File: config.mk
export PLATFORM = sky130hd
export DESIGN_NAME = bus_signal_if
export DESIGN_NICKNAME = d
export VERILOG_FILES = /design/src/bus_pkg.sv /design/src/bus_signal_if.sv /design/src/word_fifo.sv
export VERILOG_INCLUDE_DIRS = /design/src
export SDC_FILE = /design/constraint.sdc
export NUM_CORES = 1
export LEC_CHECK = 0
export BUFFER_PORTS_ARGS = -buffer_cell sky130_fd_sc_hd__buf_2
export CAP_MARGIN = 10
export CORE_ASPECT_RATIO = 0.6
export CORE_MARGIN = 8
export CORE_UTILIZATION = 45
export CTS_CLUSTER_DIAMETER = 120
export DETAILED_ROUTE_END_ITERATION = 16
export PLACE_DENSITY_LB_ADDON = 0.05
export SLEW_MARGIN = 20
export SYNTH_ARGS = -nofsm -noshare
export SYNTH_HDL_FRONTEND = slang
export SYNTH_SLANG_ARGS = --single-unit
File: constraint.sdc
create_clock -name core_clk -period 14.6 [get_ports core_clk]
set_input_delay 2.92 -clock core_clk [delete_from_list [all_inputs] [get_ports core_clk]]
set_output_delay 2.92 -clock core_clk [all_outputs]
set_load 0.05 [all_outputs]
File: src/bus_if_defs.svh
// Operation
// - First clock carries a 32-bit byte address, later clocks carry data
// - One address phase, then one or more data phases per transaction
// - Little-endian lanes: bits 7..0 low byte, bits 31..24 high byte
// - As initiator drive address with low two bits zero, then write data
// - As target sample address, then supply read or accept write data
// - Command/byte-enable lines carry the command in the address phase
// - In data phases active-low enable n marks byte lane n meaningful
// - Negated enables mark lanes the receiver ignores
// - Device drives clock-run low; peripherals may assert it to keep clock
// - Claim configuration cycles with chip-select and internal decodes
// - Claim positive decodes, or subtractively only when enabled
// - As initiator, device-select is an input showing a target answered
// - Initiator asserts frame at start and holds it until the final data phase
// - Frame asserted means transfers continue; negated means final phase
// - Frame driven only as initiator, input otherwise
// - Chip-select sampled in address phase; claim after the two-stage pin synchroniser delay
// - A data phase completes when both ready signals are sampled asserted
`ifndef BUS_IF_DEFS_SVH
`define BUS_IF_DEFS_SVH
`define CMD_IO_READ 4'h2
`define CMD_IO_WRITE 4'h3
`define CMD_MEM_READ 4'h6
`define CMD_MEM_WRITE 4'h7
`define CMD_CFG_READ 4'ha
`define CMD_CFG_WRITE 4'hb
`define SUB_DELAY 3'h3
`define FIFO_DEPTH 16
`define FIFO_AW 4
`define AD_LOW_ZERO 2'h0
`define BE_ALL 4'h0
`endif

File: src/bus_pkg.sv
package bus_pkg;
	typedef enum logic [5:0] {
		ST_IDLE = 6'h01,
		ST_TGT = 6'h02,
		ST_ADDR = 6'h04,
		ST_DATA = 6'h08,
		ST_TURN = 6'h10,
		ST_WAIT = 6'h20
	} state_e;
endpackage

File: src/bus_signal_if.sv
`timescale 1ns/1ps
`include "bus_if_defs.svh"
module bus_signal_if (
	input wire logic core_clk,
	input wire logic rst_b,
	input wire logic suspend,
	input wire logic [31:0] ad_in,
	output logic [31:0] ad_out,
	output logic ad_oe,
	input wire logic [3:0] cbe_n_in,
	output logic [3:0] cbe_n_out,
	output logic cbe_oe,
	input wire logic frame_n_in,
	output logic frame_n_out,
	output logic frame_oe,
	input wire logic irdy_n_in,
	output logic irdy_n_out,
	output logic irdy_oe,
	input wire logic trdy_n_in,
	output logic trdy_n_out,
	output logic trdy_oe,
	input wire logic devsel_n_in,
	output logic devsel_n_out,
	output logic devsel_oe,
	input wire logic idsel,
	input wire logic clkrun_n_in,
	output logic clkrun_n_out,
	output logic clkrun_oe,
	output logic clk_request,
	input wire logic sub_decode_en,
	input wire logic [31:0] io_base,
	input wire logic [31:0] io_mask,
	input wire logic [31:0] fwd_base,
	input wire logic [31:0] fwd_mask,
	input wire logic req_valid,
	output logic req_ready,
	input wire logic [31:0] req_addr,
	input wire logic [3:0] req_cmd,
	input wire logic [31:0] req_wdata,
	input wire logic [3:0] req_be_n,
	input wire logic req_last,
	output logic [31:0] rsp_rdata,
	output logic rsp_valid,
	output logic rsp_abort,
	output logic [31:0] tgt_addr,
	output logic [3:0] tgt_cmd,
	output logic tgt_start,
	output logic [35:0] tgt_wdata,
	output logic tgt_wvalid,
	input wire logic tgt_wready,
	input wire logic [31:0] tgt_rdata
);
	// Pin synchronisers
	logic [31:0] ad_m, ad_s;
	logic [3:0] cbe_m, cbe_s;
	logic [5:0] ctl_m, ctl_s;
	logic frame_s, irdy_s, trdy_s, devsel_s, idsel_s, clkrun_s;
	always_ff @(posedge core_clk or negedge rst_b) begin
		if (!rst_b) begin
			ad_m <= '0;
			ad_s <= '0;
			cbe_m <= 4'hf;
			cbe_s <= 4'hf;
			ctl_m <= 6'h2f;
			ctl_s <= 6'h2f;
		end else begin
			ad_m <= ad_in;
			ad_s <= ad_m;
			cbe_m <= cbe_n_in;
			cbe_s <= cbe_m;
			ctl_m <= {clkrun_n_in, idsel, devsel_n_in, trdy_n_in, irdy_n_in,
				frame_n_in};
			ctl_s <= ctl_m;
		end
	end
	assign frame_s = ctl_s[0];
	assign irdy_s = ctl_s[1];
	assign trdy_s = ctl_s[2];
	assign devsel_s = ctl_s[3];
	assign idsel_s = ctl_s[4];
	assign clkrun_s = ctl_s[5];

	function automatic logic hit(input logic [31:0] a, input logic [31:0] b,
		input logic [31:0] m);
		hit = ((a ^ b) & m) == '0;
	endfunction
	function automatic logic is_write(input logic [3:0] c);
		is_write = c[0];
	endfunction

	// Write data toward the inside passes the FIFO
	logic [35:0] fin_data;
	logic fin_valid, fin_ready;
	word_fifo #(.WIDTH(36), .DEPTH(`FIFO_DEPTH), .AW(`FIFO_AW)) wfifo (
		.core_clk(core_clk),
		.rst_b(rst_b),
		.in_data(fin_data),
		.in_valid(fin_valid),
		.in_ready(fin_ready),
		.out_data(tgt_wdata),
		.out_valid(tgt_wvalid),
		.out_ready(tgt_wready)
	);

	bus_pkg::state_e st_reg, st_next;
	logic [31:0] ad_reg, ad_next, addr_reg, addr_next;
	logic [3:0] cbe_reg, cbe_next, cmd_reg, cmd_next;
	logic [2:0] sub_reg, sub_next;
	logic frame_reg, frame_next, irdy_reg, irdy_next;
	logic trdy_reg, trdy_next, devsel_reg, devsel_next;
	logic adoe_reg, adoe_next, mst_reg, mst_next, last_reg, last_next;
	logic frame_prev_reg, tgt_wr, claim_pos, claim_cfg, fstart, done;
	logic [31:0] rdata_reg, rdata_next;
	logic rvalid_reg, rvalid_next, abort_reg, abort_next, start_reg;
	logic start_next;

	always_comb begin
		fstart = frame_prev_reg && !frame_s && irdy_s;
		claim_cfg = idsel_s && (cbe_s == `CMD_CFG_READ ||
			cbe_s == `CMD_CFG_WRITE);
		claim_pos = hit(ad_s, io_base, io_mask) ||
			hit(ad_s, fwd_base, fwd_mask);
		tgt_wr = is_write(cmd_reg);
		done = !irdy_s && !trdy_s;
		st_next = st_reg;
		ad_next = ad_reg;
		addr_next = addr_reg;
		cbe_next = cbe_reg;
		cmd_next = cmd_reg;
		sub_next = sub_reg;
		frame_next = frame_reg;
		irdy_next = irdy_reg;
		trdy_next = trdy_reg;
		devsel_next = devsel_reg;
		adoe_next = adoe_reg;
		mst_next = mst_reg;
		last_next = last_reg;
		rdata_next = rdata_reg;
		rvalid_next = 1'b0;
		abort_next = 1'b0;
		start_next = 1'b0;
		fin_valid = 1'b0;
		fin_data = {cbe_s, ad_s};
		req_ready = 1'b0;
		case (st_reg)
			bus_pkg::ST_IDLE: begin
				if (fstart) begin
					addr_next = ad_s;
					cmd_next = cbe_s;
					sub_next = '0;
					if (claim_cfg || claim_pos) begin
						devsel_next = 1'b0;
						start_next = 1'b1;
						st_next = bus_pkg::ST_TGT;
					end else if (sub_decode_en) begin
						st_next = bus_pkg::ST_WAIT;
					end
				end else if (req_valid && frame_s && irdy_s && !suspend) begin
					req_ready = 1'b1;
					mst_next = 1'b1;
					frame_next = 1'b0;
					ad_next = {req_addr[31:2], `AD_LOW_ZERO};
					cbe_next = req_cmd;
					cmd_next = req_cmd;
					adoe_next = 1'b1;
					st_next = bus_pkg::ST_ADDR;
				end
			end
			bus_pkg::ST_WAIT: begin
				sub_next = sub_reg + 3'h1;
				if (!devsel_s) begin
					st_next = bus_pkg::ST_IDLE;
				end else if (sub_reg == `SUB_DELAY) begin
					devsel_next = 1'b0;
					start_next = 1'b1;
					st_next = bus_pkg::ST_TGT;
				end
			end
			bus_pkg::ST_TGT: begin
				trdy_next = tgt_wr ? !fin_ready : 1'b0;
				adoe_next = !tgt_wr;
				ad_next = tgt_rdata;
				if (!trdy_reg && !irdy_s && tgt_wr) begin
					fin_valid = 1'b1;
				end
				if (!trdy_reg && !irdy_s && frame_s) begin
					trdy_next = 1'b1;
					devsel_next = 1'b1;
					adoe_next = 1'b0;
					st_next = bus_pkg::ST_TURN;
				end
			end
			bus_pkg::ST_ADDR: begin
				irdy_next = 1'b0;
				ad_next = req_wdata;
				cbe_next = req_be_n;
				adoe_next = is_write(cmd_reg);
				last_next = req_last;
				frame_next = req_last;
				sub_next = '0;
				st_next = bus_pkg::ST_DATA;
			end
			bus_pkg::ST_DATA: begin
				sub_next = sub_reg + 3'h1;
				if (devsel_s && sub_reg == `SUB_DELAY + 3'h2) begin
					abort_next = 1'b1;
					st_next = bus_pkg::ST_TURN;
				end else if (done) begin
					rdata_next = ad_s;
					rvalid_next = !is_write(cmd_reg);
					if (last_reg) begin
						st_next = bus_pkg::ST_TURN;
					end else begin
						req_ready = 1'b1;
						ad_next = req_wdata;
						cbe_next = req_be_n;
						last_next = req_last;
						frame_next = req_last;
					end
				end
				if (st_next == bus_pkg::ST_TURN) begin
					frame_next = 1'b1;
					irdy_next = 1'b1;
					adoe_next = 1'b0;
				end
			end
			bus_pkg::ST_TURN: begin
				mst_next = 1'b0;
				st_next = bus_pkg::ST_IDLE;
			end
			default: st_next = bus_pkg::ST_IDLE;
		endcase
	end

	always_ff @(posedge core_clk or negedge rst_b) begin
		if (!rst_b) begin
			st_reg <= bus_pkg::ST_IDLE;
			ad_reg <= '0;
			addr_reg <= '0;
			cbe_reg <= 4'hf;
			cmd_reg <= '0;
			sub_reg <= '0;
			frame_reg <= 1'b1;
			irdy_reg <= 1'b1;
			trdy_reg <= 1'b1;
			devsel_reg <= 1'b1;
			adoe_reg <= 1'b0;
			mst_reg <= 1'b0;
			last_reg <= 1'b0;
			rdata_reg <= '0;
			rvalid_reg <= 1'b0;
			abort_reg <= 1'b0;
			start_reg <= 1'b0;
			frame_prev_reg <= 1'b1;
		end else begin
			st_reg <= st_next;
			ad_reg <= ad_next;
			addr_reg <= addr_next;
			cbe_reg <= cbe_next;
			cmd_reg <= cmd_next;
			sub_reg <= sub_next;
			frame_reg <= frame_next;
			irdy_reg <= irdy_next;
			trdy_reg <= trdy_next;
			devsel_reg <= devsel_next;
			adoe_reg <= adoe_next;
			mst_reg <= mst_next;
			last_reg <= last_next;
			rdata_reg <= rdata_next;
			rvalid_reg <= rvalid_next;
			abort_reg <= abort_next;
			start_reg <= start_next;
			frame_prev_reg <= frame_s;
		end
	end

	// Pin drive; all float in suspend, all but clock-run in reset
	always_comb begin
		ad_out = ad_reg;
		cbe_n_out = cbe_reg;
		frame_n_out = frame_reg;
		irdy_n_out = irdy_reg;
		trdy_n_out = trdy_reg;
		devsel_n_out = devsel_reg;
		ad_oe = adoe_reg && !suspend;
		cbe_oe = mst_reg && !suspend;
		frame_oe = mst_reg && !suspend;
		irdy_oe = mst_reg && !suspend;
		trdy_oe = (st_reg == bus_pkg::ST_TGT) && !suspend;
		devsel_oe = (st_reg == bus_pkg::ST_TGT) && !suspend;
		clkrun_n_out = 1'b0;
		clkrun_oe = !suspend;
		clk_request = suspend && !clkrun_s;
		rsp_rdata = rdata_reg;
		rsp_valid = rvalid_reg;
		rsp_abort = abort_reg;
		tgt_addr = addr_reg;
		tgt_cmd = cmd_reg;
		tgt_start = start_reg;
	end
endmodule

File: src/word_fifo.sv
`timescale 1ns/1ps
module word_fifo #(
	parameter int WIDTH = 36,
	parameter int DEPTH = 16,
	parameter int AW = 4
) (
	input wire logic core_clk,
	input wire logic rst_b,
	input wire logic [WIDTH-1:0] in_data,
	input wire logic in_valid,
	output logic in_ready,
	output logic [WIDTH-1:0] out_data,
	output logic out_valid,
	input wire logic out_ready
);
	logic [WIDTH-1:0] mem_reg [DEPTH];
	logic [AW:0] wp_reg, wp_next, rp_reg, rp_next, cnt;
	logic push, pop;
	always_comb begin
		cnt = wp_reg - rp_reg;
		in_ready = cnt != (AW+1)'(DEPTH);
		out_valid = cnt != '0;
		push = in_valid && in_ready;
		pop = out_valid && out_ready;
		wp_next = push ? wp_reg + 1'b1 : wp_reg;
		rp_next = pop ? rp_reg + 1'b1 : rp_reg;
		out_data = mem_reg[rp_reg[AW-1:0]];
	end
	always_ff @(posedge core_clk or negedge rst_b) begin
		if (!rst_b) begin
			wp_reg <= '0;
			rp_reg <= '0;
		end else begin
			wp_reg <= wp_next;
			rp_reg <= rp_next;
		end
	end
	always_ff @(posedge core_clk) begin
		if (push) begin
			mem_reg[wp_reg[AW-1:0]] <= in_data;
		end
	end
endmodule

; ---- After elaboration in Yosys (flattened, before gate mapping)
; Memory sizes are Yosys's and may differ from the RTL's.
; Index checks and enable logic that the tools add are counted.
[op_classes]
n_addsub = 4
n_eq_ne = 29
n_mux = 74
n_bitwise = 5
reduce_logical = 52
[op_table]
columns = op, n
row1 = 2-to-1 mux 32 bit, 5
row2 = one-hot mux 32 bit (4 select lines), 1
row3 = 2-to-1 mux 6 bit, 11
row4 = AND 32 bit, 2
row5 = logical NOT 32 bit, 2
row6 = bitwise XOR 32 bit, 2
row7 = 2-to-1 mux 1 bit, 39
row8 = one-hot mux 6 bit (5 select lines), 1
row9 = 2-to-1 mux 4 bit, 6
row10 = AND reduction 6 bit, 4
row11 = "!= test 2 bit, second input constant", 11
row12 = logical AND 1 bit, 17
row13 = "!= test 3 bit, second input constant", 5
row14 = "== test 6 x 5 -> 1 bit, second input constant", 2
row15 = one-hot mux 4 bit (3 select lines), 1
row16 = "adder 5 x 1 -> 5 bit, second input constant", 2
row17 = one-hot mux 1 bit (2 select lines), 5
row18 = one-hot mux 3 bit (3 select lines), 1
row19 = AND reduction 3 bit, 3
row20 = nonzero test 3 bit, 3
row21 = "== test 4 bit, second input constant", 2
row22 = logical NOT 1 bit, 8
row23 = AND reduction 2 bit, 4
row24 = AND reduction 4 bit, 2
row25 = other kinds (20), 25
[word_totals]
ff_bits = 218
ramBits = 576
output_inout_bits = 158
memories = 1
[memory_table]
columns = memory, words, word_bits, read_ports, rd_ports_with_merged_regs, wr, line_no
row1 = wfifo.mem_reg, 16, 36, 1, 0, 1, word_fifo.sv:16  ; logic [WIDTH-1:0] mem_reg [DEPTH];

; ---- Longest topological paths before layout
[logic_depth]
depth_word = 8
ltp_mapped = 12

; ---- By module
; A second synthesis with hierarchy kept.
[unflattened]
hier_cells = 1748
hier_area_um2 = 31087.3
[by_module_without_submodules]
columns = mod, instances, cells_each, area_per_inst_um2
row1 = word_fifo, 1, 1081, 22668.0
row2 = bus_signal_if, 1, 667, 8419.3

; ---- Least setup slack after synthesis
; No wires, ideal clock.
[synth_timing]
path_kind = input -> output
from = input suspend
to = output req_ready
arrival_ps = 4322
setup_slack_ps = 7358
path_stages = 3
path_buffers = 0
path_cell_list = inv_1 -> nand4_1 -> o22ai_1
[synth_between]
elab_chain_cells = 5
[synth_lines]
columns = element, line_no
row1 = from (decl), bus_signal_if.sv:6  ; input wire logic suspend,
row2 = logical NOT 1 bit, bus_signal_if.sv:158  ; end else if (req_valid && frame_s && irdy_s && !suspend) begin
row3 = logical AND 1 bit, bus_signal_if.sv:158
row4 = 2-to-1 mux 1 bit, bus_signal_if.sv:158
row5 = 2-to-1 mux 1 bit, bus_signal_if.sv:147  ; if (fstart) begin
row6 = one-hot mux 1 bit (2 select lines), bus_signal_if.sv:145  ; case (st_reg)
row7 = to (decl), bus_signal_if.sv:36  ; output logic req_ready,
; Every way passes these cells.

; ---- Final worst setup path
[layout_timing]
from = register wfifo.rp_reg[0]
to = output tgt_wdata[28]
[layout_between]
elab_chain_cells = 1
[layout_lines]
columns = element, line_no
row1 = from (decl), word_fifo.sv:17  ; logic [AW:0] wp_reg, wp_next, rp_reg, rp_next, cnt;
row2 = from (signal assigned), word_fifo.sv:35  ; rp_reg <= rp_next;
row3 = memory read (16 x 36 bit), -
row4 = to (decl), bus_signal_if.sv:48  ; output logic [35:0] tgt_wdata,
; Every way passes these cells.

==> qor.txt <==
================================================================================
Status ............................................................    completed
Peak supply drop ..................................................   0.000121 V
Sinks on Clock Net ................................................          794
Pwr per Cell Area .................................................   197 mW/mm²
Layout Nets .......................................................         2298
X dimension of the die ............................................       353 µm
I/O pins ..........................................................          439
Type of the worst setup path ......................................   reg -> out
Num rows ..........................................................           74
Unrepaired setup endpoints after global routing ...................        false
Core Footprint ....................................................   0.0678 mm²
Number of endpoints failing setup at the final stage ..............            0
Top-area cell type share of the netlist area ......................        56.4%
Post-synthesis cell count .........................................         1533
Vias in the first global route ....................................        17600
Number of warnings issued by yosys ................................            0
Kind of cell with the highest combined delay on the critical path . buffers and inverters
Number of levels the H-tree was split into ........................            3
Register-to-Register Setup Slack ..................................      9.69 ns
Hold-fix buffer count after cts ...................................            0
Async S/R FF share, synth .........................................        27.5%
Wire per inst .....................................................      27.2 µm
Relative slew slack ...............................................        28.7%
Cell chain of the critical path ................................... buf_4 -> buf_4 -> mux4_2 -> mux4_2 -> buf_2
Crit path required time ...........................................     11.68 ns
Kind of start point of the critical path ..........................    flip-flop
Post-synthesis cell type count ....................................           52
DRC ...............................................................            0
Final number of max-transition violations .........................            0
Post-synthesis net count ..........................................         1826
Half-perimeter wire length after placement ........................     48100 µm
Stages on the worst setup path ....................................            5
Final Cycle Share .................................................        50.4%
Cell depth of the worst flop-to-flop path .........................            9
Global-route wire length before repair ............................    118000 µm
First drt pass iteration count ....................................            5
Setup Total Neg Slack .............................................         0 ns
Initial drt markers ...............................................         1275
Buffers inserted by post-CTS timing repair ........................            0
Number of storage elements in the synthesis netlist ...............          794
Predominant post-synthesis flop cell .............................. sky130_fd_sc_hd__edfxtp_1
Root cell of the clock tree ....................................... sky130_fd_sc_hd__clkbuf_16
Clock Pin Slew Worst Setup and Hold Paths .........................      0.07 ns
Layout Area Growth over Synthesis .................................        19.5%
Leakage component of the power ....................................    0.0138 µW
Buffers and inverters on the worst path ...........................            3
Final design utilization ..........................................        54.1%
CTS resizes .......................................................            0
Type of the most critical hold path ...............................   reg -> reg
Part of the Yosys area used for sequential elements ...............        74.3%
Instance area at placement ........................................   0.0340 mm²
Minimum period implied by the final worst setup slack .............      7.35 ns
Via count of the routed design ....................................        16600
Starting density of the core ......................................        45.3%
Count of flip-flops with a built-in enable after synthesis ........          576
Startpoint of the most critical setup path ........................ wfifo.rp_reg[0]
Top area cells in the synthesized netlist ......................... sky130_fd_sc_hd__edfxtp_1 (56%), sky130_fd_sc_hd__dfrtp_1 (15%), sky130_fd_sc_hd__mux4_2 (13%), sky130_fd_sc_hd__dfstp_2 (2.4%), sky130_fd_sc_hd__mux2_2 (2.4%)
Critical-path maximum fanout ......................................           43
Total Routing Usage GR ............................................        20.6%
Die area ..........................................................   0.0771 mm²
Maximum number of buffers from clock root to sink .................            3
Remaining Overflow, GRT ...........................................            0
Post-route ant nets ...............................................            0
Average cell area after synthesis .................................     20.0 µm²
Reg-to-reg startpoint ............................................. wfifo.rp_reg[0]
Total of max-cap violations .......................................            0
Placer's final routability congestion estimate ....................        0.931
Critical register-to-register path endpoint ....................... wfifo.mem_reg[1][29]
Antenna violations before repair ..................................            3
CTS tree ..........................................................          yes
Number of flip-flops under the largest register name ..............          576
CTS buffer count ..................................................           75
Clock latency on the worst-skew pair ..............................      0.62 ns
Share of cells above drive strength 1 .............................        42.7%
Pin count of the biggest net entering global routing ..............           85
Critical path destination ......................................... tgt_wdata[28]
Worst path slowest cell ........................................... sky130_fd_sc_hd__dfrtp_4
Crit end category .................................................  output port
Count of endpoints failing hold in the final timing report ........            0
Slew of the pin with the lowest slew margin .......................      1.07 ns
PortBufs ..........................................................          435
Highest clock rate ................................................    0.136 GHz
Setup skew after layout ...........................................    0.0202 ns
Top cell type by total area after synthesis ....................... sky130_fd_sc_hd__edfxtp_1
Data arrival, critical path .......................................      4.43 ns
Total wire length .................................................     80900 µm
Netlist area before placement .....................................   0.0307 mm²
Largest incremental delay on the critical path ....................      0.84 ns
Routed vias/inst ..................................................         5.56
Fin area ..........................................................   0.0367 mm²
Die Y .............................................................       218 µm
================================================================================
-- cells in the final DEF (no fill, tap or decap), types with 3 or more instances in the layout --
cell	n
sky130_fd_sc_hd__a22o_1	32
sky130_fd_sc_hd__clkinv_2	8
sky130_fd_sc_hd__mux2i_1	10
sky130_fd_sc_hd__mux4_2	180
sky130_fd_sc_hd__clkbuf_8	11
sky130_fd_sc_hd__nor2b_1	8
sky130_fd_sc_hd__edfxtp_1	576
sky130_fd_sc_hd__inv_1	10
sky130_fd_sc_hd__clkbuf_1	15
sky130_fd_sc_hd__nand4_1	10
sky130_fd_sc_hd__a22oi_1	34
sky130_fd_sc_hd__xnor2_1	7
sky130_fd_sc_hd__bufinv_16	10
sky130_fd_sc_hd__xor2_1	66
sky130_fd_sc_hd__clkbuf_16	82
sky130_fd_sc_hd__nor3_1	5
sky130_fd_sc_hd__o21a_1	3
sky130_fd_sc_hd__o22ai_1	3
sky130_fd_sc_hd__nor4_1	6
sky130_fd_sc_hd__buf_4	30
sky130_fd_sc_hd__nand3b_1	3
sky130_fd_sc_hd__clkinv_1	6
sky130_fd_sc_hd__dfrtp_4	3
sky130_fd_sc_hd__dfrtp_1	187
sky130_fd_sc_hd__and3_4	8
sky130_fd_sc_hd__a21oi_1	35
sky130_fd_sc_hd__nand3_1	6
sky130_fd_sc_hd__dfstp_2	28
sky130_fd_sc_hd__and3_1	4
sky130_fd_sc_hd__ha_1	12
sky130_fd_sc_hd__o21ai_1	10
sky130_fd_sc_hd__o21ai_0	39
sky130_fd_sc_hd__and3_2	7
sky130_fd_sc_hd__mux2_2	65
sky130_fd_sc_hd__nor2_1	16
sky130_fd_sc_hd__nand2_1	61
sky130_fd_sc_hd__buf_2	434
-- how the worst min path moves through the flow --
stage,to,startpoint,cells past startpoint,slack (ns)
global placement,ad_s[0],ad_m[0],0,0.33
global route,ad_s[31],ad_m[31],0,0.35
floorplan,ad_s[0],ad_m[0],0,0.33
CTS,ad_s[5],ad_m[5],0,0.35
finish,ad_s[31],ad_m[31],0,0.35
detailed placement,ad_s[18],ad_m[18],0,0.33
-- worst reg2reg max path, stage by stage (launching register included) --
cell,delay (ns)
sky130_fd_sc_hd__dfrtp_4,0.84
sky130_fd_sc_hd__buf_4,0.89
sky130_fd_sc_hd__ha_1,0.30
sky130_fd_sc_hd__nor2b_1,0.07
sky130_fd_sc_hd__o21a_1,0.17
sky130_fd_sc_hd__o21ai_0,0.19
sky130_fd_sc_hd__and3_1,0.24
sky130_fd_sc_hd__o31a_1,0.56
sky130_fd_sc_hd__and3_2,0.79
sky130_fd_sc_hd__buf_4,0.49
-- per-layer routing --
| metal | global-route usage [%] | routed length (µm) |
|---|---|---|
| met5 | 0 | 0 |
| met4 | 4.27 | 1450 |
| met3 | 3.86 | 4310 |
| met2 | 32.8 | 38400 |
| met1 | 29.9 | 36700 |
-- area by class of cell --
class	count	area, µm²
inverter	11	41.3
clock buffer	108	2260
antenna	1	2.50
multi-input combinational	658	7600
tap	912	1140
fill	5380	31100
timing repair buffer	465	2410
sequential	794	22800
clock inverter	29	403
-- kinds of logic after synthesis --
group | count (synthesis) | share of synthesized area [%]
buffers and inverters | 81 | 1.18
AOI/OAI and AO/OA | 167 | 3.53
xor gates and xnor gates | 74 | 2.14
adders and majority gates | 12 | 0.489
and+or+nand+nor | 149 | 2.47
other | 1 | 0.0122
muxes | 255 | 15.9
DFF | 794 | 74.3
-- through the flow --
stage	instances	hold slack (ns)	power [µW]	worst slack [ns]
after floorplan	1533	0.331	4590	7.36
after global placement	2840	0.332	5200	7.77
after detailed placement	2840	0.335	5230	7.75
after CTS	2977	0.349	7320	7.08
after global routing	2977	0.352	7530	6.89
final	2978	0.347	7240	7.25
-- synthesized netlist by cell type (6+ instances only) --
cell type and count:
sky130_fd_sc_hd__buf_2 28, sky130_fd_sc_hd__o21ai_1 10, sky130_fd_sc_hd__mux2_2 65, sky130_fd_sc_hd__inv_1 11, sky130_fd_sc_hd__mux4_2 180, sky130_fd_sc_hd__nor2b_1 8
sky130_fd_sc_hd__mux2i_1 10, sky130_fd_sc_hd__nand3_1 6, sky130_fd_sc_hd__clkbuf_1 26, sky130_fd_sc_hd__edfxtp_1 576, sky130_fd_sc_hd__buf_4 6, sky130_fd_sc_hd__buf_1 10
sky130_fd_sc_hd__a22o_1 32, sky130_fd_sc_hd__a22oi_1 34, sky130_fd_sc_hd__ha_1 12, sky130_fd_sc_hd__nand2_1 61, sky130_fd_sc_hd__xnor2_1 7, sky130_fd_sc_hd__nor2_1 17
sky130_fd_sc_hd__nor4_1 6, sky130_fd_sc_hd__dfrtp_1 190, sky130_fd_sc_hd__and3_1 18, sky130_fd_sc_hd__a21oi_1 35, sky130_fd_sc_hd__xor2_1 66, sky130_fd_sc_hd__nor3_1 6
sky130_fd_sc_hd__dfstp_2 28, sky130_fd_sc_hd__nand4_1 10, sky130_fd_sc_hd__o21ai_0 39
-- power breakdown --
group          switching, µW  internal [µW]  total (µW)
Clock                    840           1260        2100
Combinational           1520            839        2360
Sequential               201           2580        2780
(Power assumes the default switching activity.)
